===== src/logic/hvmsc_pkg.sv =====
// Constants, register map and types of the measurement switch control
`default_nettype none
// Behaviour
// - Reset leaves measurement off, switch open
// - Switch closes only in normal mode
// - Measuring cuts pulls and gates pin inputs
// - Pin settings stored but not applied
// - Level and wake flags frozen while measuring
// - Sleep while measuring with only sense or pin wake: error, restart
// - Fail output, GPIO, pin wake unavailable
// - Pin function write while measuring: error
// - Enable refused unless pin is off
// - Fail-safe: keep config, else auto sense wake
package hvmsc_pkg;

  // APB register byte addresses
  localparam logic [7:0] ADDR_CTRL   = 8'h00;
  localparam logic [7:0] ADDR_MODE   = 8'h04;
  localparam logic [7:0] ADDR_PIN    = 8'h08;
  localparam logic [7:0] ADDR_PULL   = 8'h0C;
  localparam logic [7:0] ADDR_WAKE   = 8'h10;
  localparam logic [7:0] ADDR_STATUS = 8'h14;
  localparam logic [7:0] ADDR_MASK   = 8'h18;
  localparam logic [7:0] ADDR_LEVEL  = 8'h1C;

  // Field positions
  localparam int CTRL_MEAS      = 0;
  localparam int MODE_LSB       = 0;
  localparam int PIN_FUNC_LSB   = 0;
  localparam int PIN_TEST       = 2;
  localparam int PIN_LEVEL      = 3;
  localparam int PULL_SENSE_LSB = 0;
  localparam int PULL_PIN_LSB   = 2;
  localparam int WAKE_SENSE     = 0;
  localparam int ST_CMD_ERR     = 0;
  localparam int ST_WAKE_SENSE  = 1;
  localparam int ST_WAKE_PIN    = 2;
  localparam int ST_W           = 3;
  localparam int LVL_SENSE      = 0;
  localparam int LVL_PIN        = 1;

  // Operating mode codes, as written and read back
  localparam logic [2:0] MC_INIT     = 3'h0;
  localparam logic [2:0] MC_NORMAL   = 3'h1;
  localparam logic [2:0] MC_STOP     = 3'h2;
  localparam logic [2:0] MC_SLEEP    = 3'h3;
  localparam logic [2:0] MC_RESTART  = 3'h4;
  localparam logic [2:0] MC_FAILSAFE = 3'h5;

  // Shared pin function codes
  localparam logic [1:0] PF_OFF   = 2'h0;
  localparam logic [1:0] PF_FAIL  = 2'h1;
  localparam logic [1:0] PF_WAKE  = 2'h2;
  localparam logic [1:0] PF_DRIVE = 2'h3;

  // Reset values
  localparam logic [1:0]    PIN_FUNC_RST = PF_OFF;
  localparam logic [3:0]    PULL_RST     = 4'h0;
  localparam logic [ST_W-1:0] MASK_RST   = 3'h0;

  typedef enum logic [2:0] {
    MD_INIT, MD_NORMAL, MD_STOP, MD_SLEEP, MD_RESTART, MD_FAILSAFE
  } hvmsc_mode_t;

  typedef struct packed {
    logic up;
    logic down;
  } hvmsc_pull_t;

endpackage
`default_nettype wire


===== src/logic/hvmsc_top.sv =====
// Measurement switch control with its APB register file
`default_nettype none
module hvmsc_top (
  // Clock and reset
  input  wire logic                  pclk,
  input  wire logic                  presetn,
  // APB slave
  input  wire logic                  psel,
  input  wire logic                  penable,
  input  wire logic                  pwrite,
  input  wire logic [7:0]            paddr,
  input  wire logic [31:0]           pwdata,
  output var  logic [31:0]           prdata,
  output var  logic                  pready,
  output var  logic                  pslverr,
  // Device mode and events
  input  wire logic                  fail_safe_req,
  input  wire logic                  other_wake_src,
  input  wire logic                  fail_event,
  output var  logic [2:0]            op_mode_code,
  output var  logic                  irq,
  // Pins and analog switch
  input  wire logic                  hv_sense_input,
  input  wire logic                  fail_or_io_pin_i,
  output var  logic                  fail_or_io_pin_o,
  output var  logic                  fail_or_io_pin_oe,
  output var  logic                  meas_switch_closed,
  output var  hvmsc_pkg::hvmsc_pull_t sense_pull,
  output var  hvmsc_pkg::hvmsc_pull_t pin_pull,
  // Gated pin signals toward the rest of the device
  output var  logic                  sense_to_logic,
  output var  logic                  pin_to_logic,
  output var  logic                  sense_wake_src_en
);

  hvmsc_pkg::hvmsc_mode_t mode;
  hvmsc_pkg::hvmsc_mode_t next_mode;
  logic                   meas_enable;
  logic                   next_meas;
  logic [2:0]             next_code;
  logic [1:0]             pin_func;
  logic                   fail_output_test;
  logic                   pin_out_level;
  logic [3:0]             sense_pull_config;
  logic                   sense_wake_enable;
  logic [hvmsc_pkg::ST_W-1:0] status;
  logic [hvmsc_pkg::ST_W-1:0] irq_mask;
  logic [hvmsc_pkg::ST_W-1:0] st_set;
  logic [hvmsc_pkg::ST_W-1:0] st_clr;
  logic [1:0]             sense_level_status;
  logic [31:0]            rdata;
  logic                   setup;
  logic                   acc;
  logic                   wr;
  logic                   mapped;
  logic                   sel_ctrl;
  logic                   sel_mode;
  logic                   sel_pin;
  logic                   sel_pull;
  logic                   sel_wake;
  logic                   sel_status;
  logic                   sel_mask;
  logic                   sel_level;
  logic [1:0]             pw_func;
  logic [2:0]             pw_mode;
  logic                   meas_refused;
  logic                   pin_write_err;
  logic                   sleep_refused;
  logic                   fs_entry;
  logic                   fo_active;
  logic                   drive_active;

  // Bus phases; a write lands only on the completing access edge
  assign setup   = psel & ~penable;
  assign acc     = psel & penable & pready;
  assign wr      = acc & pwrite;
  assign pw_func = pwdata[hvmsc_pkg::PIN_FUNC_LSB +: 2];
  assign pw_mode = pwdata[hvmsc_pkg::MODE_LSB +: 3];

  // Address decode
  always_comb
  begin
    sel_ctrl   = 1'h0;
    sel_mode   = 1'h0;
    sel_pin    = 1'h0;
    sel_pull   = 1'h0;
    sel_wake   = 1'h0;
    sel_status = 1'h0;
    sel_mask   = 1'h0;
    sel_level  = 1'h0;
    mapped     = 1'h1;
    if (paddr == hvmsc_pkg::ADDR_CTRL)
      sel_ctrl = 1'h1;
    else if (paddr == hvmsc_pkg::ADDR_MODE)
      sel_mode = 1'h1;
    else if (paddr == hvmsc_pkg::ADDR_PIN)
      sel_pin = 1'h1;
    else if (paddr == hvmsc_pkg::ADDR_PULL)
      sel_pull = 1'h1;
    else if (paddr == hvmsc_pkg::ADDR_WAKE)
      sel_wake = 1'h1;
    else if (paddr == hvmsc_pkg::ADDR_STATUS)
      sel_status = 1'h1;
    else if (paddr == hvmsc_pkg::ADDR_MASK)
      sel_mask = 1'h1;
    else if (paddr == hvmsc_pkg::ADDR_LEVEL)
      sel_level = 1'h1;
    else
      mapped = 1'h0;
  end

  // Illegal requests that raise the command error
  assign meas_refused  = wr & sel_ctrl & pwdata[hvmsc_pkg::CTRL_MEAS]
                       & (pin_func != hvmsc_pkg::PF_OFF);
  assign pin_write_err = wr & sel_pin & meas_enable;
  // Sense and pin wake do not count as wake sources while measuring
  assign sleep_refused = wr & sel_mode & ~fail_safe_req
                       & (pw_mode == hvmsc_pkg::MC_SLEEP)
                       & meas_enable & ~other_wake_src
                       & (sense_wake_enable
                          | (pin_func == hvmsc_pkg::PF_WAKE));

  // Enable bit; a refused set leaves it unchanged
  always_comb
  begin
    next_meas = meas_enable;
    if (wr && sel_ctrl && !meas_refused)
      next_meas = pwdata[hvmsc_pkg::CTRL_MEAS];
  end

  // Mode sequencing; fail-safe requests win over commands
  always_comb
  begin
    next_mode = mode;
    if (fail_safe_req)
      next_mode = hvmsc_pkg::MD_FAILSAFE;
    else if (wr && sel_mode)
    begin
      case (pw_mode)
        hvmsc_pkg::MC_NORMAL: next_mode = hvmsc_pkg::MD_NORMAL;
        hvmsc_pkg::MC_STOP:   next_mode = hvmsc_pkg::MD_STOP;
        hvmsc_pkg::MC_SLEEP:
          next_mode = sleep_refused ? hvmsc_pkg::MD_RESTART
                                    : hvmsc_pkg::MD_SLEEP;
        default:              next_mode = mode;
      endcase
    end
  end

  // Mode code seen by the rest of the device
  always_comb
  begin
    case (next_mode)
      hvmsc_pkg::MD_NORMAL:   next_code = hvmsc_pkg::MC_NORMAL;
      hvmsc_pkg::MD_STOP:     next_code = hvmsc_pkg::MC_STOP;
      hvmsc_pkg::MD_SLEEP:    next_code = hvmsc_pkg::MC_SLEEP;
      hvmsc_pkg::MD_RESTART:  next_code = hvmsc_pkg::MC_RESTART;
      hvmsc_pkg::MD_FAILSAFE: next_code = hvmsc_pkg::MC_FAILSAFE;
      default:                next_code = hvmsc_pkg::MC_INIT;
    endcase
  end

  assign fs_entry = (next_mode == hvmsc_pkg::MD_FAILSAFE)
                  & (mode != hvmsc_pkg::MD_FAILSAFE);

  // Mode, enable and switch share one edge so the switch never lags
  always_ff @(posedge pclk or negedge presetn)
  begin
    if (!presetn)
    begin
      mode               <= hvmsc_pkg::MD_INIT;
      op_mode_code       <= hvmsc_pkg::MC_INIT;
      meas_enable        <= 1'h0;
      meas_switch_closed <= 1'h0;
    end
    else
    begin
      mode               <= next_mode;
      op_mode_code       <= next_code;
      meas_enable        <= next_meas;
      meas_switch_closed <= next_meas
                          & (next_mode == hvmsc_pkg::MD_NORMAL);
    end
  end

  // Pin configuration is always stored, even when it cannot take effect
  always_ff @(posedge pclk or negedge presetn)
  begin
    if (!presetn)
    begin
      pin_func          <= hvmsc_pkg::PIN_FUNC_RST;
      fail_output_test  <= 1'h0;
      pin_out_level     <= 1'h0;
      sense_pull_config <= hvmsc_pkg::PULL_RST;
    end
    else
    begin
      if (wr && sel_pin)
      begin
        pin_func         <= pw_func;
        fail_output_test <= pwdata[hvmsc_pkg::PIN_TEST];
        pin_out_level    <= pwdata[hvmsc_pkg::PIN_LEVEL];
      end
      if (wr && sel_pull)
        sense_pull_config <=
          pwdata[hvmsc_pkg::PULL_SENSE_LSB +: 4];
    end
  end

  // Wake control; fail-safe entry arms sense wake unless measuring
  always_ff @(posedge pclk or negedge presetn)
  begin
    if (!presetn)
      sense_wake_enable <= 1'h0;
    else if (fs_entry && !meas_enable)
      sense_wake_enable <= 1'h1;
    else if (wr && sel_wake)
      sense_wake_enable <= pwdata[hvmsc_pkg::WAKE_SENSE];
  end

  // Pin drive: fail output pulls low, drive function follows the level
  assign fo_active    = ~meas_enable & (pin_func == hvmsc_pkg::PF_FAIL);
  assign drive_active = ~meas_enable & (pin_func == hvmsc_pkg::PF_DRIVE);

  // Effective pin behaviour, gated while the switch may carry HV
  always_ff @(posedge pclk or negedge presetn)
  begin
    if (!presetn)
    begin
      fail_or_io_pin_o  <= 1'h0;
      fail_or_io_pin_oe <= 1'h0;
      sense_pull        <= '0;
      pin_pull          <= '0;
      sense_to_logic    <= 1'h0;
      pin_to_logic      <= 1'h0;
      sense_wake_src_en <= 1'h0;
    end
    else
    begin
      fail_or_io_pin_o  <= drive_active & pin_out_level;
      fail_or_io_pin_oe <= (fo_active & (fail_event | fail_output_test))
                         | drive_active;
      sense_pull <= meas_enable ? '0 : hvmsc_pkg::hvmsc_pull_t'(
        sense_pull_config[hvmsc_pkg::PULL_SENSE_LSB +: 2]);
      pin_pull   <= meas_enable ? '0 : hvmsc_pkg::hvmsc_pull_t'(
        sense_pull_config[hvmsc_pkg::PULL_PIN_LSB +: 2]);
      sense_to_logic    <= ~meas_enable & hv_sense_input;
      pin_to_logic      <= ~meas_enable & fail_or_io_pin_i;
      sense_wake_src_en <= ~meas_enable & sense_wake_enable;
    end
  end

  // Level status doubles as the reference for wake edge detection
  always_ff @(posedge pclk or negedge presetn)
  begin
    if (!presetn)
      sense_level_status <= '0;
    else if (!meas_enable)
    begin
      sense_level_status[hvmsc_pkg::LVL_SENSE] <= hv_sense_input;
      sense_level_status[hvmsc_pkg::LVL_PIN]   <= fail_or_io_pin_i;
    end
  end

  // Event sources of the sticky status
  always_comb
  begin
    st_set = '0;
    st_set[hvmsc_pkg::ST_CMD_ERR] = meas_refused | pin_write_err
                                  | sleep_refused;
    st_set[hvmsc_pkg::ST_WAKE_SENSE] = ~meas_enable
      & sense_wake_enable
      & (hv_sense_input != sense_level_status[hvmsc_pkg::LVL_SENSE]);
    st_set[hvmsc_pkg::ST_WAKE_PIN] = ~meas_enable
      & (pin_func == hvmsc_pkg::PF_WAKE)
      & (fail_or_io_pin_i != sense_level_status[hvmsc_pkg::LVL_PIN]);
  end

  assign st_clr = (wr && sel_status) ? pwdata[hvmsc_pkg::ST_W-1:0] : '0;

  // Sticky status, write one to clear; a new event beats the clear
  always_ff @(posedge pclk or negedge presetn)
  begin
    if (!presetn)
      status <= '0;
    else
      status <= (status & ~st_clr) | st_set;
  end

  // Interrupt mask and level output, one cycle behind the status
  always_ff @(posedge pclk or negedge presetn)
  begin
    if (!presetn)
    begin
      irq_mask <= hvmsc_pkg::MASK_RST;
      irq      <= 1'h0;
    end
    else
    begin
      if (wr && sel_mask)
        irq_mask <= pwdata[hvmsc_pkg::ST_W-1:0];
      irq <= |(status & irq_mask);
    end
  end

  // Read data mux; reserved bits read as zero
  always_comb
  begin
    rdata = '0;
    if (sel_ctrl)
      rdata[hvmsc_pkg::CTRL_MEAS] = meas_enable;
    else if (sel_mode)
      rdata[hvmsc_pkg::MODE_LSB +: 3] = op_mode_code;
    else if (sel_pin)
    begin
      rdata[hvmsc_pkg::PIN_FUNC_LSB +: 2] = pin_func;
      rdata[hvmsc_pkg::PIN_TEST]          = fail_output_test;
      rdata[hvmsc_pkg::PIN_LEVEL]         = pin_out_level;
    end
    else if (sel_pull)
      rdata[hvmsc_pkg::PULL_SENSE_LSB +: 4] = sense_pull_config;
    else if (sel_wake)
      rdata[hvmsc_pkg::WAKE_SENSE] = sense_wake_enable;
    else if (sel_status)
      rdata[hvmsc_pkg::ST_W-1:0] = status;
    else if (sel_mask)
      rdata[hvmsc_pkg::ST_W-1:0] = irq_mask;
    else if (sel_level)
      rdata[hvmsc_pkg::LVL_SENSE +: 2] = sense_level_status;
  end

  // Answer captured in setup, so every access completes with no wait
  always_ff @(posedge pclk or negedge presetn)
  begin
    if (!presetn)
    begin
      pready  <= 1'h0;
      pslverr <= 1'h0;
      prdata  <= '0;
    end
    else
    begin
      pready  <= setup;
      pslverr <= setup & ~mapped;
      if (setup)
        prdata <= pwrite ? '0 : rdata;
    end
  end
endmodule // hvmsc_top
`default_nettype wire

===== config.mk =====
export PLATFORM = sky130hd
export DESIGN_NAME = hvmsc_top
export DESIGN_NICKNAME = d
export VERILOG_FILES = /design/src/logic/hvmsc_pkg.sv /design/src/logic/hvmsc_top.sv
export SDC_FILE = /design/constraint.sdc
export NUM_CORES = 1
export LEC_CHECK = 0
export ABC_AREA = 1
export CORE_ASPECT_RATIO = 0.5
export CORE_MARGIN = 8
export CORE_UTILIZATION = 60
export CTS_CLUSTER_DIAMETER = 50
export CTS_CLUSTER_SIZE = 10
export DETAILED_ROUTE_END_ITERATION = 6
export DONT_BUFFER_PORTS = 1
export GPL_ROUTABILITY_DRIVEN = 0
export GPL_TIMING_DRIVEN = 0
export MAX_ROUTING_LAYER = met4
export PLACE_DENSITY = 0.79
export SETUP_SLACK_MARGIN = 0.2
export SLEW_MARGIN = 20
export SYNTH_ARGS = -nofsm -noshare
export SYNTH_HDL_FRONTEND = slang
export SYNTH_SLANG_ARGS = --single-unit
export TNS_END_PERCENT = 1

===== constraint.sdc =====
create_clock -name pclk -period 1.5 [get_ports pclk]
set_input_delay 0.225 -clock pclk [delete_from_list [all_inputs] [get_ports pclk]]
set_output_delay 0.225 -clock pclk [all_outputs]
set_load 0.1 [all_outputs]

; ---- After elaboration in Yosys (flattened, before gate mapping)
; Cells that the tools add are included.
; W data, S select, Z words.
[totals]
out_inout_bits = 48
elab_cells = 171
regBits = 69
[classes]
bitwise_logic = 42
eq_ne = 21
n_mux = 68
reduce_logical = 15
[ops]
columns = operator, n
row1 = $mux W1, 51
row2 = $eq A8 B5 Y1 const B, 4
row3 = $and A1 B1 Y1, 28
row4 = $mux W3, 8
row5 = $eq A8 B4 Y1 const B, 2
row6 = $pmux W3 S5, 1
row7 = $eq A3 B2 Y1 const B, 4
row8 = $mux W2, 5
row9 = $logic_and A1 B1 Y1, 9
row10 = $pmux W3 S3, 1
row11 = $eq A8 B3 Y1 const B, 1
row12 = $logic_not A8 Y1, 1
row13 = $mux W4, 2
row14 = $and A3 B3 Y3, 2
row15 = $eq A3 B1 Y1 const B, 2
row16 = $eq A3 B3 Y1 const B, 2
row17 = $not A1 Y1, 5
row18 = $or A1 B1 Y1, 5
row19 = $eq A2 B2 Y1 const B, 2
row20 = $reduce_bool A2 Y1, 2
row21 = $ne A3 B3 Y1 const B, 1
row22 = $not A3 Y3, 1
row23 = $or A3 B3 Y3, 1
row24 = $reduce_or A3 Y1, 1
row25 = 3 further kinds, 5

; ---- Logic depth before layout (Yosys ltp)
[depth]
ltp_word = 18
ltp_mapped = 11

; ---- Worst setup path before layout
; No wires, ideal clock.
[synth_path]
path_kind = reg2reg
start = reg pready
end = reg meas_switch_closed
setup_ps = 69
required_ps = 1431
n_path_buf = 1
path_slack_ps = -458
arrival_time_ps = 1890
stages_incl_launch_ff = 10
path_cell_list = dfrtp_1 > nand2_1 > nor2_2 > buf_2 > nand2_2 > o21ai_2 > nand2_2 > nand2_4 > nand2_4 > nor2_2
[synth_between]
elab_chain_len = 14
elab_cells_between_ends = 22
classes_between = eq/ne (1) / mux (5) / bitwise (12) / reduce/logical (4)
[synth_rtl]
columns = element, line_no
row1 = from (decl), hvmsc_top.sv:14  ; output var logic pready,
row2 = from (signal assigned), hvmsc_top.sv:343  ; pready <= setup;
row3 = $and A1 B1 Y1 (*), hvmsc_top.sv:75  ; assign acc = psel & penable & pready;
row4 = $and A1 B1 Y1 (*), hvmsc_top.sv:76  ; assign wr = acc & pwrite;
row5 = $and A1 B1 Y1 (2 in a row), hvmsc_top.sv:117  ; assign sleep_refused = wr & sel_mode & ~fail_safe_req
row6 = $and A1 B1 Y1, hvmsc_top.sv:118  ; & (pw_mode == hvmsc_pkg::MC_SLEEP)
row7 = $and A1 B1 Y1 (2 in a row), hvmsc_top.sv:119  ; & meas_enable & ~other_wake_src
row8 = $and A1 B1 Y1, hvmsc_top.sv:120  ; & (sense_wake_enable
row9 = $mux W3, hvmsc_top.sv:143  ; next_mode = sleep_refused ? hvmsc_pkg::MD_RESTART
row10 = $pmux W3 S3, hvmsc_top.sv:139  ; case (pw_mode)
row11 = $mux W3, hvmsc_top.sv:137  ; else if (wr && sel_mode)
row12 = $mux W3, hvmsc_top.sv:135  ; if (fail_safe_req)
row13 = $eq A3 B1 Y1, hvmsc_top.sv:182  ; & (next_mode == hvmsc_pkg::MD_NORMAL);
row14 = $and A1 B1 Y1 (*), hvmsc_top.sv:182
row15 = to (signal assigned), hvmsc_top.sv:181  ; meas_switch_closed <= next_meas
row16 = to (decl), hvmsc_top.sv:27  ; output var logic meas_switch_closed,
; Mark *: on every way between the ends. The rest lies on a longest branch, timed or not.
; A chain may end at the register's enable or synchronous reset.

; ---- Worst setup path after layout
[layout_path]
start = reg pready
end = reg sense_wake_enable
[layout_between]
elab_chain_len = 16
elab_cells_between_ends = 19
classes_between = eq/ne (1) / mux (5) / bitwise (9) / reduce/logical (4)
[layout_rtl]
columns = element, line_no
row1 = $and A1 B1 Y1 (*), hvmsc_top.sv:75
row2 = $and A1 B1 Y1 (*), hvmsc_top.sv:76
row3 = $and A1 B1 Y1 (2 in a row), hvmsc_top.sv:117
row4 = $and A1 B1 Y1, hvmsc_top.sv:118
row5 = $and A1 B1 Y1 (2 in a row), hvmsc_top.sv:119
row6 = $and A1 B1 Y1, hvmsc_top.sv:120
row7 = $mux W3, hvmsc_top.sv:143
row8 = $pmux W3 S3, hvmsc_top.sv:139
row9 = $mux W3, hvmsc_top.sv:137
row10 = $mux W3, hvmsc_top.sv:135
row11 = $eq A3 B3 Y1, hvmsc_top.sv:163  ; assign fs_entry = (next_mode == hvmsc_pkg::MD_FAILSAFE)
row12 = $and A1 B1 Y1, hvmsc_top.sv:164  ; & (mode != hvmsc_pkg::MD_FAILSAFE);
row13 = $logic_and A1 B1 Y1, hvmsc_top.sv:215  ; else if (fs_entry && !meas_enable)
row14 = $mux W1 / $reduce_bool A2 Y1 (equally long branches), --
row15 = to (signal assigned), hvmsc_top.sv:218  ; sense_wake_enable <= pwdata[hvmsc_pkg::WAKE_SENSE];
row16 = to (decl), hvmsc_top.sv:45  ; logic sense_wake_enable;
; Marked as above.

==> metrics.md <==
| Metric | Value |
|---|---|
| Average routed wire per standard cell | 14.3 µm |
| Worst-path clk slew | 0.08 ns |
| Final worst slack | -0.0721 ns |
| Clock buffer depth | 2 |
| Final setup violating endpoints | 6 |
| Dpl hpwl | between 4000 and 5000 µm |
| DR pass1 iterations | 5 |
| Syn Inst Count | 281 |
| Lkg Pwr | 0.00135 µW |
| Max_slew headroom | 0.380 |
| # clock sinks | between 40 and 50 |
| DR vias/cell | between 5 and 6 |
| Largest net degree at the start of global routing | 42 |
| Final Skew | 0.00329 ns |
| Buffers on Ports | 0 |
| Status | complete, but fails checks |
| Power Density | 913 nW/µm² |
| DIE WIDTH | 103 µm |
| Most used cell, CP | nand2_4 |
| Setup CP Type | flip-flop to flip-flop |
| Initial drt markers | 116 |
| Yosys warning count | 0 |
| P&R area growth vs syn | 17.8% |
| CP max FO | 5 |
| Crit path required time | around 1.7 ns |
| Max frequency | 0.636 GHz |
| GRT Total Usage | 0.181 |
| Worst Hold Class | input port to flip-flop |
| Seq cells post-synth | approximately 40 |
| Final hold violation count | 0 |
| Number of nets with antenna violations after routing | 0 |
| Slowest stage delay, CP | 0.63 ns |
| Row cnt | 15 |
| Finished Layout Cells | 372 |
| Die Span Y | 59.5 µm |
| CTS Root Buffer Type | clkbuf_8 |
| Ports | 98 |
| Syn Area/Cell | 8.09 µm² |
| Worst path cell trace | nand2_4, nor2_4, buf_4, nand3_4, a21oi_2, nand2_4, nand3_1, nand2_1 |
| Synth unique cells | 29 |
| Mapped cell area | 2270 µm² |
| CP endpoint kind | flip-flop |
| RSZ-0062 raised after global routing | true |
| DR DRC count | 0 |
| Family with the most delay on the worst path | flip-flops |
| Initial antenna violation count | 0 |
| Core box area | 3530 µm² |
| Cells on worst reg2reg path | 8 |
| Max-cap violations | 0 |
| TritonCTS clock tree | yes |
| Top FF cell, synth | dfrtp_1 |
| Fin crit period | between 1.5 and 2 ns |
| Critical path launch point type | flip-flop |
| Starting Density | 0.645 |
| Sequential area share after synthesis | 0.451 |
| Fin. max-slew vios | 0 |
| Arr. time, crit path | around 1.8 ns |
| # H-tree levels | 2 |
| WL final | approximately 5300 µm |
| CP max-delay cell | dfrtp_4 |
| First-pass GRT wire length | 8270 µm |
| CP bufs+invs | 1 |
| Vias in the first global route | 1754 |
| Inst Count DP | 359 |
| # diodes | 0 |
| Vias | 1896 |
| Post-synth EDFFs | 0 |
| Failing checks | setup timing |
| Setup TNS Final | -0.272 ns |
| Power Total | 2450 µW |
| CTS Buf Count | 5 |
| Hold path depth | 2 |
| Final period util | 1.05 |
| Die Footprint | 6140 µm² |
| Worst Tran Pin Value | just over 0.9 ns |
| Share of cells above drive strength 1 | 0.287 |
| FILL cells | 256 |
| Final #Nets | 370 |
| VDD IR-drop max | 0.000447 V |
| GRT Residual Overflow | 0 |
| Async set-or-reset flop fraction in the synthesized netlist | 1.00 |
| Hold slack | 0.0389 ns |
| Post-layout util | 0.759 |
| Clock Latency Late Sink | 0.29 ns |
| Cell depth of the worst setup path | 8 |
worst paths after layout:
kind	startpoint	end	slack, ns
min in group asynchronous	presetn	mode[1]	0.40
worst min register to register	sense_pull_config[1]	sense_pull_config[1]	0.49
worst min-delay path	hv_sense_input	sense_to_logic	0.04
max in group asynchronous	presetn	sense_pull[0]	0.88
worst max-delay path	pready	sense_wake_enable	-0.07
worst max register to register	pready	sense_wake_enable	-0.07
registers in the layout, indices dropped and copies added, names as in the netlist, 3 cells and up:
name,flops
irq_mask,3
op_mode_code,3
sense_pull_config,4
prdata,4
mode,3
status,3
logic make-up after synthesis:
logic type                count (synthesis)  synth area share
DFF                                      41             0.451
and+or+nand+nor                         135             0.297
AOI/OAI and AO/OA                        36            0.0875
other                                     1           0.00165
buffers and inverters                    67             0.159
xor gates and xnor gates                  1           0.00385
report_power, final:
group / internal (µW) / switching (µW) / total (µW)
clock network: 416 / 372 / 788
registers: 1120 / 42.8 / 1160
logic: 91.3 / 406 / 497
worst reg2reg max path, cell delays in order, from the launching register on:
cell     delay, ns
dfrtp_4       0.63
nand2_4       0.08
nor2_4        0.11
buf_4         0.13
nand3_4       0.09
a21oi_2       0.18
nand2_4       0.10
nand3_1       0.09
nand2_1       0.05
cell usage after synthesis, types with 2 or more instances:
| cell | instances | area share |
|---|---|---|
| a21oi_1 | 7 | 0.015 |
| buf_4 | 29 | 0.096 |
| dfrtp_1 | 41 | 0.45 |
| inv_1 | 32 | 0.053 |
| inv_2 | 4 | 0.0066 |
| nand2_1 | 63 | 0.10 |
| nand2_2 | 3 | 0.0083 |
| nand2_4 | 2 | 0.0099 |
| nand3_1 | 21 | 0.046 |
| nand3_4 | 3 | 0.023 |
| nand4_1 | 4 | 0.011 |
| nor2_1 | 23 | 0.038 |
| nor2_2 | 8 | 0.022 |
| nor2_4 | 3 | 0.015 |
| nor3_1 | 3 | 0.0066 |
| o21ai_0 | 19 | 0.042 |
| o21ai_1 | 3 | 0.0066 |
| o31ai_1 | 2 | 0.0066 |
metal layers:
| layer | vias to the layer above | share of wire | GRT usage |
|---|---|---|---|
| li1 | 910 | - | - |
| met1 | 860 | 0.41 | 0.216 |
| met2 | 113 | 0.43 | 0.267 |
| met3 | 13 | 0.14 | 0.0726 |
| met4 | 0 | 0.021 | 0.0733 |
| met5 | - | 0 | - |
layout make-up:
class	instances	area, µm²	share of cell area
Buffer	31	233	0.0869
Clock buffer	7	96.3	0.0360
Clock inverter	1	5.00	0.00187
Inverter	36	135	0.0504
Multi-Input combinational cell	200	1040	0.389
Sequential cell	41	1050	0.392
Tap cell	51	63.8	0.0238
Timing Repair Buffer	5	55.1	0.0206
through the flow:
step / setup slack [ns] / area [µm²]
finish: -0.0721 / 2680
CTS: -0.0803 / 2660
floorplan: 0.0135 / 2400
detailed placement: -0.129 / 2470
global route: -0.177 / 2680
global placement: -0.127 / 2470
timing repair:
| action | in CTS | in global routing |
|---|---|---|
| gates resized for setup | 18 | 9 |
| hold buffers | 3 | 0 |
| setup endpoints to repair | 45 | 31 |
| pin swaps | 4 | 2 |
| setup buffers | 2 | 0 |
| endpoints found under the hold margin | 42 | 0 |
placed cells by master (no fill, tap or decap), types with 2 or more instances in the layout:
cell / netlist / final
o21ai_0: 19 / 16
inv_2: 4 / 4
dfrtp_1: 41 / 24
inv_1: 32 / 32
nand4_1: 4 / 4
a21oi_1: 7 / 7
o21ai_1: 3 / 6
nand3_4: 3 / 5
clkbuf_8: 0 / 7
nor2_2: 8 / 7
dfrtp_2: 0 / 16
nand2_1: 63 / 58
dlygate4sd3_1: 0 / 2
nor2_1: 23 / 23
buf_4: 29 / 31
nand2_2: 3 / 6
nor3_1: 3 / 3
o31ai_1: 2 / 2
nor2_4: 3 / 4
conb_1: 1 / 28
nand3_1: 21 / 19
nand2_4: 2 / 4
No activity file was read; power rests on OpenSTA's default activity.
